<file path="src/slc_pkg.sv">
package slc_pkg;
  localparam logic [11:0] OFF_SLEEP_CTRL = 12'h000;
  localparam logic [11:0] OFF_VMON_CTRL  = 12'h004;
  localparam logic [11:0] OFF_STATUS     = 12'h008;
  localparam int ARM_BIT        = 0;
  localparam int MODE_LSB       = 1;
  localparam int MODE_W         = 3;
  localparam int KEEP_BIT       = 0;
  localparam int STAT_STATE_LSB = 0;
  localparam int STAT_CORE_BIT  = 2;
  localparam int STAT_PIN_BIT   = 3;
  localparam logic [2:0] MODE_IDLE = 3'h0;
  localparam logic [2:0] MODE_SNR  = 3'h1;
  localparam logic [2:0] MODE_PD   = 3'h2;
  localparam logic [2:0] MODE_RST  = 3'h0;
  localparam int CLK_PERIOD_NS     = 20;
  localparam int RST_MIN_PULSE_US  = 2;
  localparam int RST_MIN_CYC       = (RST_MIN_PULSE_US * 1000 + CLK_PERIOD_NS - 1)
                                     / CLK_PERIOD_NS;
  localparam int PIN_CNT_W         = 7;
  localparam logic [PIN_CNT_W-1:0] RST_MIN_CNT = PIN_CNT_W'(RST_MIN_CYC);
  localparam int WAKE_HOLD_CYC     = 4;
  localparam int TOUT_W            = 20;
  localparam logic [TOUT_W-1:0] WAKE_HOLD_CNT = TOUT_W'(WAKE_HOLD_CYC - 1);
  localparam int IN_PIN  = 3;
  localparam int IN_POR  = 2;
  localparam int IN_BOD  = 1;
  localparam int IN_TEMP = 0;
  localparam logic [3:0] SYNC_INIT = 4'hc;
  typedef enum logic [1:0] {
    ST_ACTIVE  = 2'b00,
    ST_SLEEP   = 2'b01,
    ST_STARTUP = 2'b10,
    ST_HOLD    = 2'b11
  } slc_state_e;
endpackage

</file>
<file path="src/slc_sleep_reset_ctrl.sv">
// The register addresses and register access over APB are this design's own decisions.
`timescale 1ns/1ps
// Notes on behaviour
// - sleep entered only by sleep instruction while arm bit is one
// - mode select: 000 idle, 001 noise reduction, 010 power-down, rest reserved
// - after interrupt wake cpu held four cycles beyond start-up, then resumes
// - any reset while sleeping leaves sleep through reset vector
// - sleep control resets to zero, upper 28 bits read zero
// - idle stops only cpu and flash clocks, any interrupt wakes
// - noise reduction stops cpu, flash, io clocks; fast rc feeds timers
// - noise reduction timer2/3 events wake only if masked in and global enable
// - power-down stops fast rc, external clock, monitors unless keep bit set
// - power-down woken only by resets, lf start, level, pin change interrupts, and monitor events with keep bit set
// - power-down halts every clock except enabled slow rc
// - power-down wake delayed by fuse selected start-up period
// - monitor events wake power-down only with keep bit set
// - reset returns registers to initial values, fetch from reset vector
// - reset output asserts asynchronously for pin and power-on; watchdog, brown-out, temperature assert it a clock after internal reset
// - internal reset extended by fuse selected delay after sources release
// - five reset sources; watchdog, brown-out, temperature only when enabled
// - reset pin low at least 2 us resets the device
// - power-on detector reasserts reset immediately, delay counter on rise
// - reset pin high starts delay counter, release after time-out
// - one-cycle watchdog pulse, its falling edge starts delay counter
module slc_sleep_reset_ctrl #(
  parameter logic [slc_pkg::TOUT_W-1:0] T_SUT0 = 20'h00010,
  parameter logic [slc_pkg::TOUT_W-1:0] T_SUT1 = 20'h00400,
  parameter logic [slc_pkg::TOUT_W-1:0] T_SUT2 = 20'h04000,
  parameter logic [slc_pkg::TOUT_W-1:0] T_SUT3 = 20'h10000,
  parameter logic [slc_pkg::TOUT_W-1:0] T_CKX  = 20'h00040
) (
  input  wire logic        ref_clk,
  input  wire logic        rst_n,
  input  wire logic [11:0] paddr,
  input  wire logic        psel,
  input  wire logic        penable,
  input  wire logic        pwrite,
  input  wire logic [31:0] pwdata,
  output logic      [31:0] prdata,
  output logic             pready,
  output logic             pslverr,
  input  wire logic        sleepInstr,
  input  wire logic        anyIrq,
  input  wire logic        extLevelIrq,
  input  wire logic        pinChangeIrq,
  input  wire logic        lfStartIrq,
  input  wire logic        monitorIrq,
  input  wire logic [1:0]  timerEvt,
  input  wire logic [1:0]  timerIrqMask,
  input  wire logic        globalIrqEn,
  input  wire logic        slowRcEnable,
  input  wire logic        resetPin_n,
  input  wire logic        powerOk,
  input  wire logic        brownoutLow,
  input  wire logic        overTemp,
  input  wire logic        wdtTimeout,
  input  wire logic        wdtEnable,
  input  wire logic        bodEnable,
  input  wire logic        tempEnable,
  input  wire logic [1:0]  startupTimeFuses,
  input  wire logic [3:0]  clockSelectFuses,
  output logic             cpuClkEn,
  output logic             flashClkEn,
  output logic             ioClkEn,
  output logic             timerClkEn,
  output logic             fastRcEn,
  output logic             extClkEn,
  output logic             monitorEn,
  output logic             slowRcEn,
  output logic             sleeping,
  output logic             cpuResume,
  output logic             mcuReset
);
  typedef struct packed {
    slc_pkg::slc_state_e               state;
    logic [2:0]                        mode;
    logic                              arm;
    logic                              keep;
    logic [2:0]                        effMode;
    logic [slc_pkg::TOUT_W-1:0]        wCnt;
    logic [3:0]                        s0;
    logic [3:0]                        s1;
    logic [3:0]                        s2;
    logic [3:0]                        lvl;
    logic [slc_pkg::PIN_CNT_W-1:0]     pinCnt;
    logic                              pinRst;
    logic [slc_pkg::TOUT_W-1:0]        tCnt;
    logic                              coreRst;
    logic [31:0]                       prdata;
    logic                              pready;
    logic                              pslverr;
    logic                              cpuClkEn;
    logic                              flashClkEn;
    logic                              ioClkEn;
    logic                              timerClkEn;
    logic                              fastRcEn;
    logic                              extClkEn;
    logic                              monitorEn;
    logic                              slowRcEn;
    logic                              sleeping;
    logic                              cpuResume;
  } slc_st_s;

  slc_st_s st_r;
  slc_st_s st_nxt;
  logic    srcActive;
  logic    wakeNow;
  logic    asyncRst_n;
  logic    ioHold_r;

  function automatic logic [slc_pkg::TOUT_W-1:0] toutOf(input logic [1:0] sut,
                                                       input logic       ck);
    logic [slc_pkg::TOUT_W-1:0] base;
    unique case (sut)
      2'h0: base = T_SUT0;
      2'h1: base = T_SUT1;
      2'h2: base = T_SUT2;
      2'h3: base = T_SUT3;
    endcase
    return ck ? base + T_CKX : base;
  endfunction

  // pin and power-on levels go straight into the asynchronous path, no clock needed
  assign asyncRst_n = rst_n & resetPin_n & powerOk;

  always_comb begin
    logic [31:0] rd;
    logic        setup;
    logic        acc;
    logic        hitSc;
    logic        hitVm;
    logic        hitSt;
    logic        sl;
    logic        su;
    logic        pd;
    logic        snr;
    rd     = '0;
    {setup, acc, hitSc, hitVm, hitSt, sl, su, pd, snr} = '0;
    st_nxt = st_r;
    st_nxt.cpuResume = 1'b0;
    st_nxt.s0  = {resetPin_n, powerOk, brownoutLow, overTemp};
    st_nxt.s1  = st_r.s0;
    st_nxt.s2  = st_r.s1;
    st_nxt.lvl = (~(st_r.s1 ^ st_r.s2) & st_r.s2) | ((st_r.s1 ^ st_r.s2) & st_r.lvl);
    // short pin glitches only reach the asynchronous path
    if (st_r.lvl[slc_pkg::IN_PIN]) begin
      st_nxt.pinCnt = '0;
      st_nxt.pinRst = 1'b0;
    end else if (st_r.pinCnt != slc_pkg::RST_MIN_CNT) begin
      st_nxt.pinCnt = st_r.pinCnt + 7'h01;
    end else begin
      st_nxt.pinRst = 1'b1;
    end
    srcActive = !st_r.lvl[slc_pkg::IN_POR] | st_r.pinRst
              | (wdtEnable & wdtTimeout)
              | (bodEnable & st_r.lvl[slc_pkg::IN_BOD])
              | (tempEnable & st_r.lvl[slc_pkg::IN_TEMP]);
    if (srcActive) begin
      st_nxt.coreRst = 1'b1;
      st_nxt.tCnt    = toutOf(startupTimeFuses, clockSelectFuses[0]);
    end else if (st_r.tCnt != '0) begin
      st_nxt.tCnt = st_r.tCnt - 20'h00001;
    end else begin
      st_nxt.coreRst = 1'b0;
    end
    setup = psel & !penable;
    acc   = psel & penable & st_r.pready;
    hitSc = paddr[11:2] == slc_pkg::OFF_SLEEP_CTRL[11:2];
    hitVm = paddr[11:2] == slc_pkg::OFF_VMON_CTRL[11:2];
    hitSt = paddr[11:2] == slc_pkg::OFF_STATUS[11:2];
    if (hitSc) begin
      rd[slc_pkg::MODE_LSB +: slc_pkg::MODE_W] = st_r.mode;
      rd[slc_pkg::ARM_BIT] = st_r.arm;
    end else if (hitVm) begin
      rd[slc_pkg::KEEP_BIT] = st_r.keep;
    end else if (hitSt) begin
      rd[slc_pkg::STAT_STATE_LSB +: 2] = st_r.state;
      rd[slc_pkg::STAT_CORE_BIT] = st_r.coreRst;
      rd[slc_pkg::STAT_PIN_BIT]  = st_r.pinRst;
    end
    st_nxt.pready  = setup;
    st_nxt.pslverr = setup & !(hitSc | hitVm | hitSt);
    st_nxt.prdata  = (setup && !pwrite) ? rd : '0;
    if (acc && pwrite && hitSc) begin
      st_nxt.mode = pwdata[slc_pkg::MODE_LSB +: slc_pkg::MODE_W];
      st_nxt.arm  = pwdata[slc_pkg::ARM_BIT];
    end
    if (acc && pwrite && hitVm) begin
      st_nxt.keep = pwdata[slc_pkg::KEEP_BIT];
    end
    unique case (st_r.effMode)
      slc_pkg::MODE_SNR: wakeNow = (|(timerEvt & timerIrqMask) & globalIrqEn)
                                 | extLevelIrq | pinChangeIrq | lfStartIrq | monitorIrq;
      slc_pkg::MODE_PD:  wakeNow = extLevelIrq | pinChangeIrq | lfStartIrq
                                 | (st_r.keep & monitorIrq);
      default:           wakeNow = anyIrq;
    endcase
    unique case (st_r.state)
      slc_pkg::ST_ACTIVE: begin
        if (sleepInstr && st_r.arm) begin
          st_nxt.state = slc_pkg::ST_SLEEP;
          if (st_r.mode == slc_pkg::MODE_SNR || st_r.mode == slc_pkg::MODE_PD) begin
            st_nxt.effMode = st_r.mode;
          end else begin
            st_nxt.effMode = slc_pkg::MODE_IDLE;
          end
        end
      end
      slc_pkg::ST_SLEEP: begin
        if (wakeNow && st_r.effMode == slc_pkg::MODE_PD) begin
          st_nxt.state = slc_pkg::ST_STARTUP;
          st_nxt.wCnt  = toutOf(startupTimeFuses, clockSelectFuses[0]);
        end else if (wakeNow) begin
          st_nxt.state = slc_pkg::ST_HOLD;
          st_nxt.wCnt  = slc_pkg::WAKE_HOLD_CNT;
        end
      end
      slc_pkg::ST_STARTUP: begin
        if (st_r.wCnt == '0) begin
          st_nxt.state = slc_pkg::ST_HOLD;
          st_nxt.wCnt  = slc_pkg::WAKE_HOLD_CNT;
        end else begin
          st_nxt.wCnt = st_r.wCnt - 20'h00001;
        end
      end
      slc_pkg::ST_HOLD: begin
        if (st_r.wCnt == '0) begin
          st_nxt.state     = slc_pkg::ST_ACTIVE;
          st_nxt.cpuResume = 1'b1;
        end else begin
          st_nxt.wCnt = st_r.wCnt - 20'h00001;
        end
      end
    endcase
    // reset wins over any pending wake or register write
    if (st_r.coreRst) begin
      st_nxt.state     = slc_pkg::ST_ACTIVE;
      st_nxt.mode      = slc_pkg::MODE_RST;
      st_nxt.arm       = 1'b0;
      st_nxt.keep      = 1'b0;
      st_nxt.cpuResume = 1'b0;
    end
    sl  = st_nxt.state == slc_pkg::ST_SLEEP;
    su  = st_nxt.state == slc_pkg::ST_STARTUP;
    pd  = sl && st_nxt.effMode == slc_pkg::MODE_PD;
    snr = sl && st_nxt.effMode == slc_pkg::MODE_SNR;
    st_nxt.cpuClkEn   = st_nxt.state == slc_pkg::ST_ACTIVE;
    st_nxt.flashClkEn = !(sl | su);
    st_nxt.ioClkEn    = !(pd | snr | su);
    st_nxt.timerClkEn = !(pd | su);
    st_nxt.fastRcEn   = !pd;
    st_nxt.extClkEn   = !pd;
    st_nxt.monitorEn  = !pd | st_nxt.keep;
    st_nxt.slowRcEn   = slowRcEnable;
    st_nxt.sleeping   = sl | su;
  end

  always_ff @(posedge ref_clk or negedge rst_n) begin
    if (!rst_n) begin
      st_r         <= '0;
      st_r.s0      <= slc_pkg::SYNC_INIT;
      st_r.s1      <= slc_pkg::SYNC_INIT;
      st_r.s2      <= slc_pkg::SYNC_INIT;
      st_r.lvl     <= slc_pkg::SYNC_INIT;
      st_r.coreRst <= 1'b1;
      st_r.tCnt    <= T_SUT0;
    end else begin
      st_r <= st_nxt;
    end
  end

  always_ff @(posedge ref_clk or negedge asyncRst_n) begin
    if (!asyncRst_n) begin
      ioHold_r <= 1'b1;
    end else begin
      ioHold_r <= st_r.coreRst;
    end
  end

  assign prdata     = st_r.prdata;
  assign pready     = st_r.pready;
  assign pslverr    = st_r.pslverr;
  assign cpuClkEn   = st_r.cpuClkEn;
  assign flashClkEn = st_r.flashClkEn;
  assign ioClkEn    = st_r.ioClkEn;
  assign timerClkEn = st_r.timerClkEn;
  assign fastRcEn   = st_r.fastRcEn;
  assign extClkEn   = st_r.extClkEn;
  assign monitorEn  = st_r.monitorEn;
  assign slowRcEn   = st_r.slowRcEn;
  assign sleeping   = st_r.sleeping;
  assign cpuResume  = st_r.cpuResume;
  assign mcuReset   = ioHold_r;

  property p_no_sleep_unarmed;
    @(posedge ref_clk) disable iff (!rst_n)
    (st_r.state == slc_pkg::ST_ACTIVE && sleepInstr && !st_r.arm) |=> !sleeping;
  endproperty
  a_no_sleep_unarmed: assert property (p_no_sleep_unarmed) else $error("unarmed sleep");

  property p_idle_clocks;
    @(posedge ref_clk) disable iff (!rst_n)
    (st_r.state == slc_pkg::ST_SLEEP && st_r.effMode == slc_pkg::MODE_IDLE)
      |-> !cpuClkEn && !flashClkEn && ioClkEn && timerClkEn && fastRcEn;
  endproperty
  a_idle_clocks: assert property (p_idle_clocks) else $error("idle clock gating wrong");

  property p_snr_clocks;
    @(posedge ref_clk) disable iff (!rst_n)
    (st_r.state == slc_pkg::ST_SLEEP && st_r.effMode == slc_pkg::MODE_SNR)
      |-> !cpuClkEn && !flashClkEn && !ioClkEn && timerClkEn && fastRcEn;
  endproperty
  a_snr_clocks: assert property (p_snr_clocks) else $error("noise mode gating wrong");

  property p_pd_clocks;
    @(posedge ref_clk) disable iff (!rst_n)
    (st_r.state == slc_pkg::ST_SLEEP && st_r.effMode == slc_pkg::MODE_PD)
      |-> !fastRcEn && !extClkEn && !timerClkEn && !ioClkEn && monitorEn == st_r.keep;
  endproperty
  a_pd_clocks: assert property (p_pd_clocks) else $error("power-down gating wrong");

  property p_wake_hold;
    @(posedge ref_clk) disable iff (!rst_n || st_r.coreRst || srcActive)
    (st_r.state == slc_pkg::ST_SLEEP && st_r.effMode != slc_pkg::MODE_PD && wakeNow)
      |=> (!cpuClkEn)[*4] ##1 (cpuResume && cpuClkEn);
  endproperty
  a_wake_hold: assert property (p_wake_hold) else $error("wake hold not four cycles");

  property p_snr_timer_wake;
    @(posedge ref_clk) disable iff (!rst_n || st_r.coreRst)
    (st_r.state == slc_pkg::ST_SLEEP && st_r.effMode == slc_pkg::MODE_SNR
      && |(timerEvt & timerIrqMask) && globalIrqEn) |=> st_r.state == slc_pkg::ST_HOLD;
  endproperty
  a_snr_timer_wake: assert property (p_snr_timer_wake) else $error("timer wake missed");

  property p_pd_no_wake;
    @(posedge ref_clk) disable iff (!rst_n || st_r.coreRst)
    (st_r.state == slc_pkg::ST_SLEEP && st_r.effMode == slc_pkg::MODE_PD
      && !extLevelIrq && !pinChangeIrq && !lfStartIrq && !(st_r.keep && monitorIrq))
      |=> st_r.state == slc_pkg::ST_SLEEP;
  endproperty
  a_pd_no_wake: assert property (p_pd_no_wake) else $error("power-down woke wrongly");

  property p_pd_startup;
    @(posedge ref_clk) disable iff (!rst_n || st_r.coreRst)
    (st_r.state == slc_pkg::ST_SLEEP && st_r.effMode == slc_pkg::MODE_PD && wakeNow)
      |=> st_r.state == slc_pkg::ST_STARTUP && !cpuClkEn && fastRcEn;
  endproperty
  a_pd_startup: assert property (p_pd_startup) else $error("no start-up delay");

  property p_reset_exits_sleep;
    @(posedge ref_clk) disable iff (!rst_n)
    st_r.coreRst |=> st_r.state == slc_pkg::ST_ACTIVE && !st_r.arm && st_r.mode == '0;
  endproperty
  a_reset_exits_sleep: assert property (p_reset_exits_sleep) else $error("reset left sleep");

  property p_release_after_tout;
    @(posedge ref_clk) disable iff (!rst_n)
    $fell(st_r.coreRst) |-> $past(st_r.tCnt) == '0 && !$past(srcActive);
  endproperty
  a_release_after_tout: assert property (p_release_after_tout) else $error("early release");

  property p_source_holds_reset;
    @(posedge ref_clk) disable iff (!rst_n)
    srcActive |=> st_r.coreRst ##1 mcuReset;
  endproperty
  a_source_holds_reset: assert property (p_source_holds_reset) else $error("reset not held");

  property p_pin_filter;
    @(posedge ref_clk) disable iff (!rst_n)
    $rose(st_r.pinRst) |-> $past(st_r.pinCnt) == slc_pkg::RST_MIN_CNT;
  endproperty
  a_pin_filter: assert property (p_pin_filter) else $error("pin reset too early");
endmodule // slc_sleep_reset_ctrl

</file>
<file path="config.mk">
export PLATFORM = sky130hd
export DESIGN_NAME = slc_sleep_reset_ctrl
export DESIGN_NICKNAME = d
export VERILOG_FILES = /design/src/slc_pkg.sv /design/src/slc_sleep_reset_ctrl.sv
export SDC_FILE = /design/constraint.sdc
export NUM_CORES = 1
export LEC_CHECK = 0
export ABC_AREA = 1
export BUFFER_PORTS_ARGS = -buffer_cell sky130_fd_sc_hd__buf_4
export CORE_MARGIN = 8
export CORE_UTILIZATION = 39
export CTS_CLUSTER_DIAMETER = 150
export DETAILED_ROUTE_END_ITERATION = 8
export PLACE_DENSITY = 0.66
export SLEW_MARGIN = 20
export SYNTH_ARGS = -nofsm -noshare
export SYNTH_HDL_FRONTEND = slang
export SYNTH_SLANG_ARGS = --single-unit
export TNS_END_PERCENT = 50
</file>
<file path="constraint.sdc">
create_clock -name ref_clk -period 3.7 [get_ports ref_clk]
set_clock_uncertainty 0.05 [all_clocks]
set_input_delay 0.37 -clock ref_clk [delete_from_list [all_inputs] [get_ports ref_clk]]
set_output_delay 0.37 -clock ref_clk [all_outputs]
set_load 0.005 [all_outputs]
</file>
==> results of run 1 <==
-- Yosys cell counts (all sizes together), types with 6 or more instances --
master	count	share of area
nand3	46	0.047
a21oi	15	0.017
nor2	95	0.081
dfrtp	80	0.38
dfstp	11	0.055
o21ai	29	0.028
or2	6	0.0072
ha	8	0.019
xor2	12	0.020
nand4	17	0.020
nand2	175	0.13
nor3	12	0.012
buf	39	0.058
xnor2	7	0.012
inv	70	0.050
nor4	10	0.012
-- power groups by stage --
stage	Clock, mW	Combinational [mW]	Sequential (mW)
2_1_floorplan	0	0.262	1.09
3_3_place_gp	0	0.341	1.10
3_5_place_dp	0	0.345	1.10
4_1_cts	0.926	0.347	1.09
5_1_grt	0.965	0.399	1.09
6_report	0.899	0.345	1.09
-- stage by stage --
step / utilization / std cells / area, um2 / power [mW] / hold slack, ps
floorplan: - / 693 / 5318 / 1.355 / 24.41
global placement: 0.4319 / 887 / 5674 / 1.444 / 283.4
detailed placement: 0.4319 / 887 / 5674 / 1.449 / 286.3
CTS: 0.4539 / 903 / 5963 / 2.359 / 30.37
global route: 0.4542 / 903 / 5967 / 2.456 / 27.29
finish: 0.4542 / 903 / 5967 / 2.330 / 5.612
-- worst paths after layout --
kind | end | slack [ps] | cells after the start
min reg2reg | st_nxt[80] | 310 | 0
max in group asynchronous | mcuReset | 2930 | 2
max reg2reg | ioClkEn | 1150 | 15
min in group ref_clk | slowRcEn | 70 | 1
max | ioClkEn | 1150 | 15
min | slowRcEn | 6 | 1
-- metal layers --
metal,part of all wire,global-route usage,up-vias
li1,-,-,2201
met3,0.038,0.03582,10
met5,0,0,-
met2,0.49,0.2311,58
met1,0.46,0.1605,1925
met4,0.010,0.03382,0
-- cells by family (layout without fill, tap and decap cells) --
group,after synthesis,count (layout),share of synthesized area
fa+ha+maj,12,12,0.02687
buf+inv,113,147,0.1113
other cells,1,28,0.0007189
xor+xnor,19,19,0.03190
compound gates,59,59,0.06693
simple gates,371,371,0.3231
flops,91,91,0.4392
-- worst max-delay path, cell delays in order (launching register included) --
cell	delay, ps
dfrtp_1	440
nor2_1	170
inv_1	110
nor3_2	190
nand3_4	240
nor2_2	160
nor2_2	60
nand2_4	220
nor2_1	120
inv_1	100
ha_1	130
o21ai_0	100
inv_1	70
nand3_1	120
nand2_1	120
nor2_1	40
-- layout make-up --
class                   instances  area, um2  share of cell area
clock buffers                   9      225.2             0.03774
clock inverters                 7      63.81             0.01069
well taps                     176      220.2             0.03690
inverters                      71      266.5             0.04466
flip-flops and latches         91       2291              0.3839
multi-input cells             489       2446              0.4099
repair buffers                 60      454.2             0.07612
==> results.md, run 1 <==
- Status: complete, no violations
- Minimum clock period after layout: around 2600 ps
- Tightest Pin Transition: between 800 and 900 ps
- Distinct cells, synth: 44
- Grt ovf: 0
- Arr. time, crit path: 2730 ps
- Number of DRC markers in iteration 0: 313
- Most frequent cells in the layout: nand2_1, dfrtp_1, nor2_1, inv_1, buf_4
- Detailed-route wire length: between 10 and 15 mm
- Setup TNS: 0 ps
- Clock power frac: 0.386
- Initial antenna violation count: 0
- Commonest non-fill, non-tap cell in the layout: nand2_1
- Avg Inst Size Synth: 7.832 um2
- Layout area overhead: 14.39%
- First-pass DRT Iterations: 4
- Initial Util: 0.3970
- P_int: 1.657 mW
- Setup CP Type: reg -> reg
- CTS root buf: clkbuf_16
- DP HPWL: 8.335 mm
- Final Hold Viols: 0
- Crit. Startpoint: st_r[105]
- Worst-Skew Late Latency: 350 ps
- Vias in the first global route: between 4000 and 5000
- Final setup viols: 0
- Layout cell share with drive strength beyond 1: 0.1664
- Post-cts gate resize count: 0
- Final worst-path cycle share: 0.6893
- Clock transition at the registers of the reported paths: 70 ps
- Worst VDD drop: between 0.2 and 0.25 mV
- Clock tree sinks: ~90
- Worst min path class: in -> async
- Vias: 4194
- Critical path fanouts, max: 23
- Critical R2R Launch: st_r[105]
- Die Height: 131.7 um
- Final nets: 805
- Synth Flop Type: dfrtp_1
- Die width: 131.7 um
- Antenna Nets Post-Route: 0
- Max reg flops: 63
- Max-slew violations: 0
- Via density: approximately 4.6
- NetSw: 673.6 uW
- # DRC: 0
- GP Congestion: ~0.9
- CTS max path bufs: 2
- Diodes inserted: 0
- GRT Resource Usage Total: 0.1334
- CP Capture Type: register
- Port buffer count: 58
- Combinational power share: 0.148
- Flops & latches, synth: 91
- Most flop-heavy register: st_r
- # IOs: 120
- Max-cap viol count: 0
- Cell Rows: 42
- Final WS setup: about 1100 ps
- Leakage power: 3.002 nW
- First-pass GRT wire length: 19.50 mm
- WL per Instance: 12.41 um
- Sw Share: 0.2890
- CP required: 3880 ps
- Max_slew headroom: 0.4629
- Die area: around 17000 um2
- Part of the power in registers: 0.466
- Fmax achieved: 392.1 MHz
- P per Cell Area: 390.6 nW/um2
- Filler cells: 1327
- Syn. warnings: 0
- Post-synth EDFFs: 0
- Postcts setup bufs: 0
- Worst Setup Start Kind: register
- Ys async rst share: 1.000
- Synthesized cell area: approximately 5200 um2
- Sequential cell area fraction in the yosys report: 0.4392
- Unrepaired setup endpoints after global routing: false
- Total core area: 13140 um2
- CTS tree: done
- Largest net degree at the start of global routing: 85
- Number of CTS-inserted buffers: 9
- CTS H-tree depth: 3
- Synth Instances: 666
- Pre-CTS setup slack: 1142 ps
- Cts hold-fix bufs: 0
Power figures use the tool's default switching activity.
==> run 2: changes to the inputs <==
--- a/config.mk
+++ b/config.mk
@@ -11,7 +11,7 @@
 export CORE_UTILIZATION = 39
 export CTS_CLUSTER_DIAMETER = 150
 export DETAILED_ROUTE_END_ITERATION = 8
-export PLACE_DENSITY = 0.66
+export PLACE_DENSITY = 0.68
 export SLEW_MARGIN = 20
 export SYNTH_ARGS = -nofsm -noshare
 export SYNTH_HDL_FRONTEND = slang
==> constraint.sdc (replaced) <==
create_clock -name ref_clk -period 2.16 [get_ports ref_clk]
set_clock_uncertainty 0.05 [all_clocks]
set_input_delay 0.216 -clock ref_clk [delete_from_list [all_inputs] [get_ports ref_clk]]
set_output_delay 0.216 -clock ref_clk [all_outputs]
set_load 0.005 [all_outputs]
==> results.md, run 2 (same netlist as run 1, synthesis figures left out) <==
- Fmax achieved: 498.8 MHz (+27%)
- Worst-Skew Late Latency: 340 ps (about the same)
- Status: complete, no violations
- CTS root buf: clkbuf_16
- Filler cells: 1305 (-1.7%)
- Largest net degree at the start of global routing: 44 (-48%)
- Critical path fanouts, max: 3 (-87%)
- Die Height: 131.7 um (unchanged)
- Cell Rows: 42 (unchanged)
- Clock power frac: 0.378 (-0.008)
- Die width: 131.7 um (unchanged)
- # DRC: 0 (unchanged)
- First-pass GRT wire length: 20.34 mm (+4.3%)
- Worst min path class: in -> reg
- P_int: 2.903 mW (+75%)
- WP buf/inv: 2 (-1)
- Vias in the first global route: 4186 (+1.8%)
- CTS tree: done
- CP cell instances: nor2_2, nand2_1, nor2_4, nand4_1, nand3_1, nand4_1, inv_1, ha_1, o21ai_1, inv_1, nand3_2, nand2_2, nor2_1
- Worst reg2reg setup slack: 160 ps (-990 ps)
- Most flop-heavy register: st_r
- Arr. time, crit path: 2180 ps (-550 ps)
- Sw Share: 0.2747 (-0.01429)
- WL per Instance: 12.77 um (+2.9%)
- Max-slew violations: 0 (unchanged)
- Vias: 4431 (+5.7%)
- # IOs: 120 (unchanged)
- Layout area overhead: 21.61%
- Max reg flops: 63 (unchanged)
- Port buffer count: 58 (unchanged)
- Area of the multi-input gates: 2500 um2 (+2.2%)
- Grt ovf: 0 (unchanged)
- Diodes inserted: 0 (unchanged)
- Setup CP Type: reg -> reg
- Worst Setup Start Kind: register
- GP Congestion: 0.9114 (+2.8%)
- Cell family with most CP delay: simple AND/OR/NAND/NOR gates
- Part of the power in registers: 0.466 (about the same)
- Worst flop-to-flop path endpoint: ioClkEn
- Minimum clock period after layout: 2005 ps (-545.6 ps)
- Hold path start: psel
- Critical R2R Launch: st_r[103]
- Cells on Worst Hold Path: 3
- DP Cell Count: 914 (+3.0%)
- CP Capture Type: register
- Final setup viols: 0 (unchanged)
- Final worst-path cycle share: 0.9282 (+0.2389)
- Via density: 4.704 (+1.3%)
- Critical path's slowest cell: dfrtp_1
- Overall power: 4.003 mW (+72%)
- GRT Resource Usage Total: 0.1398 (+0.006401)
- CTS max path bufs: 2 (unchanged)
- Worst Hold End: pready
- Initial antenna violation count: 0 (unchanged)
- CTS H-tree depth: 3 (unchanged)
- Max-cap viol count: 0 (unchanged)
- Die area: 17330 um2 (unchanged)
- Initial Util: 0.3970 (unchanged)
- Detailed-route wire length: 12.03 mm (+7.4%)
- DP HPWL: 8.987 mm (+7.8%)
- Number of CTS-inserted buffers: 9 (unchanged)
- Final WS setup: 155.0 ps (-994.4 ps)
- Final Hold Viols: 0 (unchanged)
- Final nets: 844 (+4.8%)
- Total core area: 13140 um2 (unchanged)
- Reg area: 2291 um2 (unchanged)
- CP peak stage delay: 400 ps (-40 ps)
- Commonest non-fill, non-tap cell in the layout: nand2_1
- Clock transition at the registers of the reported paths: 70 ps (about the same)
- NetSw: 1.100 mW (+63%)
- Pre-CTS setup slack: 9.908 ps (-1132 ps)
- Antenna Nets Post-Route: 0 (unchanged)
- P per Cell Area: 631.1 nW/um2 (+62%)
- Most frequent cells in the layout: nand2_1, buf_4, dfrtp_1, nor2_1, inv_1
- Leakage power: 3.185 nW (+6.1%)
- Clock tree sinks: 91 (unchanged)
- Non-Filler Instances: 942 (+4.3%)
- CP required: 2340 ps (-1540 ps)
- Number of DRC markers in iteration 0: 257 (-18%)
- Layout cell share with drive strength beyond 1: 0.2141 (+0.04766)
- Combinational power share: 0.156 (+0.008)
- First-pass DRT Iterations: 5 (+1)
- R2R depth: 13 (-2)
- Worst VDD drop: 0.4010 mV (+82%)
## run 2: changes by cell type in the layout (fill, tap and decap cells not counted), moves of 2 or more
cell,change
inv_1,-3
nor2_1,-6
nand2_1,-2
buf_4,+31
dlygate4sd3_1,+8
nor2_4,+2
inv_6,-3
nor2_2,+4
clkbuf_8,+2
inv_2,+3
nand2_2,+2
clkinvlp_4,-2
clkinv_4,+2
## run 2: tightest hold or removal path, cell delays in order
cell and delay [ps]:
buf_4 110, inv_1 40, nor2_1 40
## run 2: worst max-delay path by stage
stage	start	end	cells after the start	slack, ps
floorplan	st_r[89]	ioClkEn	16	170
global placement	st_r[89]	ioClkEn	16	50
detailed placement	st_r[89]	ioClkEn	16	10
CTS	st_r[89]	ioClkEn	15	30
global route	st_r[89]	ioClkEn	14	-20
finish	st_r[103]	ioClkEn	13	160
## run 2: repair_timing
item | CTS | global route
gates resized for setup | 1 | 17
hold endpoints to repair | 25 | 0
buffers inserted | 0 | 4
hold buffers | 8 | 0
endpoints found under the setup margin | 1 | 4
pin swaps | 0 | 5
## run 2: power by group through the flow
stage / Sequential, mW / Clock [mW] / Combinational, mW
finish: 1.86 / 1.51 / 0.626
global route: 1.88 / 1.61 / 0.721
global placement: 1.89 / 0 / 0.595
detailed placement: 1.89 / 0 / 0.605
floorplan: 1.87 / 0 / 0.448
CTS: 1.86 / 1.54 / 0.627
## run 2: layer usage
layer  global-route usage  part of all wire  up-vias
met4              0.03957             0.011        0
met2               0.2408              0.51       67
met3              0.03316             0.033       11
met1               0.1706              0.44     2079
met5                    0                 0        -
li1                     -                 -     2274
## run 2: cell type report
class	instances	share of cell area
clock buffers	12	0.04043
clock inverters	4	0.005325
well taps	176	0.03471
inverters	71	0.04201
multi-input cells	489	0.3941
repair buffers	99	0.1223
flip-flops and latches	91	0.3611
## run 2: stage by stage
stage	TNS, ps	hold slack, ps	instance area [um2]	utilization
2_1_floorplan	0	-129.6	5318	-
3_3_place_gp	0	60.64	5889	0.4483
3_5_place_dp	0	60.16	5889	0.4483
4_1_cts	0	57.71	6262	0.4767
5_1_grt	-28.79	56.11	6344	0.4829
6_report	0	65.99	6344	0.4829
==> run 3: changes to the inputs <==
--- a/config.mk
+++ b/config.mk
@@ -11,7 +11,7 @@
 export CORE_UTILIZATION = 39
 export CTS_CLUSTER_DIAMETER = 150
 export DETAILED_ROUTE_END_ITERATION = 8
-export PLACE_DENSITY = 0.68
+export PLACE_DENSITY = 0.7
 export SLEW_MARGIN = 20
 export SYNTH_ARGS = -nofsm -noshare
 export SYNTH_HDL_FRONTEND = slang
==> results.md, run 3 (same netlist as run 1, synthesis figures left out) <==
- CTS root buf: clkbuf_16
- Setup CP Type: reg -> reg
- Reg area: 2292 um2 (about the same)
- Max-cap viol count: 0 (unchanged)
- Initial antenna violation count: 0 (unchanged)
- Cell Rows: 42 (unchanged)
- Status: complete, no violations
- Area of the multi-input gates: 2500 um2 (unchanged)
- Port buffer count: 58 (unchanged)
- Die Height: 131.7 um (unchanged)
- CP cell instances: nor2_2, inv_2, nor3_2, nand3_4, nor2_2, nor2_2, nand2_4, nor2_2, inv_1, ha_2, o21ai_2, inv_1, nand3_2, nand2_2, nor2_1
- CP required: 2340 ps (about the same)
- Initial Util: 0.3970 (unchanged)
- Most frequent cells in the layout: nand2_1, buf_4, dfrtp_1, nor2_1, inv_1
- Minimum clock period after layout: 2012 ps (+7.444 ps)
- CTS max path bufs: 2 (unchanged)
- Global Route met1 Usage: 0.1673 (-0.003251)
- Layout area overhead: 21.47%
- Setup TNS: 0 ps (unchanged)
- Worst Setup Start Kind: register
- Detailed-route wire length: 11.86 mm (-1.4%)
- Worst-Skew Late Latency: 340 ps (about the same)
- DP HPWL: 8.993 mm (about the same)
- P per Cell Area: 640.8 nW/um2 (+1.5%)
- First-pass GRT wire length: 20.35 mm (about the same)
- Vias in the first global route: 4309 (+2.9%)
- GP Congestion: 0.9128 (+0.15%)
- WL per Instance: 12.62 um (-1.2%)
- # IOs: 120 (unchanged)
- Filler cells: 1320 (+1.1%)
- Clock transition at the registers of the reported paths: 70 ps (about the same)
- Commonest non-fill, non-tap cell in the layout: nand2_1
- CTS tree: done
- Worst min path class: in -> reg
- Cells on Worst Hold Path: 3 (unchanged)
- CP peak stage delay: 410 ps (about the same)
- Arr. time, crit path: 2190 ps (about the same)
- Pre-CTS setup slack: 51.07 ps (+41.16 ps)
- Grt ovf: 0 (unchanged)
- Met2 Track Usage GR: 0.2439 (+0.003135)
- Critical path's slowest cell: dfrtp_1
- Cell mode on critical path: nor2_2
- Layout cell share with drive strength beyond 1: 0.2186 (+0.004487)
- Overall power: 4.060 mW (+1.4%)
- Via density: 4.723 (+0.42%)
- Levels on crit path: 15 (+2)
- GRT Resource Usage Total: 0.1397 (about the same)
- Vias: 4440 (+0.20%)
- Final WS setup: 147.6 ps (-7.444 ps)
- Antenna Nets Post-Route: 0 (unchanged)
- Final worst-path cycle share: 0.9317 (+0.003446)
- First-pass DRT Iterations: 4 (-1)
- Leakage power: 3.177 nW (-0.27%)
- WP buf/inv: 3 (+1)
- CTS H-tree depth: 3 (unchanged)
- Final nets: 842 (-0.24%)
- Final setup viols: 0 (unchanged)
- Top Usage Layer GRT: met2
- Max reg flops: 63 (unchanged)
- Critical path fanouts, max: 5 (+2)
- CP Capture Type: register
- Largest net degree at the start of global routing: 40 (-9.1%)
- R2R depth: 15 (+2)
- Clock tree sinks: 91 (unchanged)
- Die area: 17330 um2 (unchanged)
- Max-slew violations: 0 (unchanged)
- Die width: 131.7 um (unchanged)
- Number of CTS-inserted buffers: 9 (unchanged)
- Cell family with most CP delay: simple AND/OR/NAND/NOR gates
- Final Hold Viols: 0 (unchanged)
- Tightest Pin Transition: 498.8 ps
- Most flop-heavy register: st_r
- Worst VDD drop: 0.3791 mV (-5.5%)
- Fmax achieved: 496.9 MHz (-0.37%)
- Total core area: 13140 um2 (unchanged)
- # DRC: 0 (unchanged)
- Worst reg2reg setup slack: 150 ps (about the same)
- Met3 Use GR: 0.03316 (unchanged)
- Number of DRC markers in iteration 0: 248 (-3.5%)
- Max_slew headroom: 0.6667
- Diodes inserted: 0 (unchanged)
-- run 3: per-stage QoR --
step,area [um2],hold WS (ps),std cells,utilization
after floorplan,5318,-129.6,693,-
after global placement,5882,160.0,913,0.4477
after detailed placement,5882,161.4,913,0.4477
after CTS,6259,53.62,937,0.4764
after global routing,6336,67.08,940,0.4823
final,6336,62.78,940,0.4823
-- run 3: worst paths after layout --
path	start	to
setup reg to reg	st_r[106]	ioClkEn
hold / removal	psel	pready
setup / recovery	st_r[106]	ioClkEn
min in group asynchronous	rst_n	st_r[68]
max in group asynchronous	rst_n	mcuReset
hold reg to reg	st_nxt[82]	st_nxt[78]
-- run 3: worst reg2reg max path, stage by stage, from the launching register on --
cell	delay (ps)
dfrtp_1	410
nor2_2	140
inv_2	70
nor3_2	220
nand3_4	130
nor2_2	110
nor2_2	50
nand2_4	70
nor2_2	40
inv_1	80
ha_2	170
o21ai_2	50
inv_1	60
nand3_2	100
nand2_2	100
nor2_1	40
-- run 3: routing by layer --
metal | up-vias | wire length [um]
met5 | - | 0
met3 | 8 | 397
met4 | 0 | 133
li1 | 2277 | -
met1 | 2099 | 5222
met2 | 56 | 6110
-- run 3: cell type report --
class | instances | share of cell area
clock inverter | 7 | 0.01126
timing repair buffer | 97 | 0.1201
tap | 176 | 0.03476
multi-input combinational | 489 | 0.3945
clock buffer | 9 | 0.03555
inverter | 71 | 0.04206
sequential | 91 | 0.3618
-- run 3: what timing repair did --
action | CTS | global route
resized for setup | 0 | 21
setup endpoints to repair | 0 | 4
hold endpoints to repair | 35 | 0
setup buffers | 0 | 3
hold buffers | 8 | 0
-- run 3: power breakdown --
| group | total [mW] | switching, mW | internal (mW) |
|---|---|---|---|
| logic | 0.619 | 0.362 | 0.256 |
| clock network | 1.58 | 0.674 | 0.903 |
| registers | 1.86 | 0.0724 | 1.79 |
| total | 4.06 | 1.11 | 2.95 |
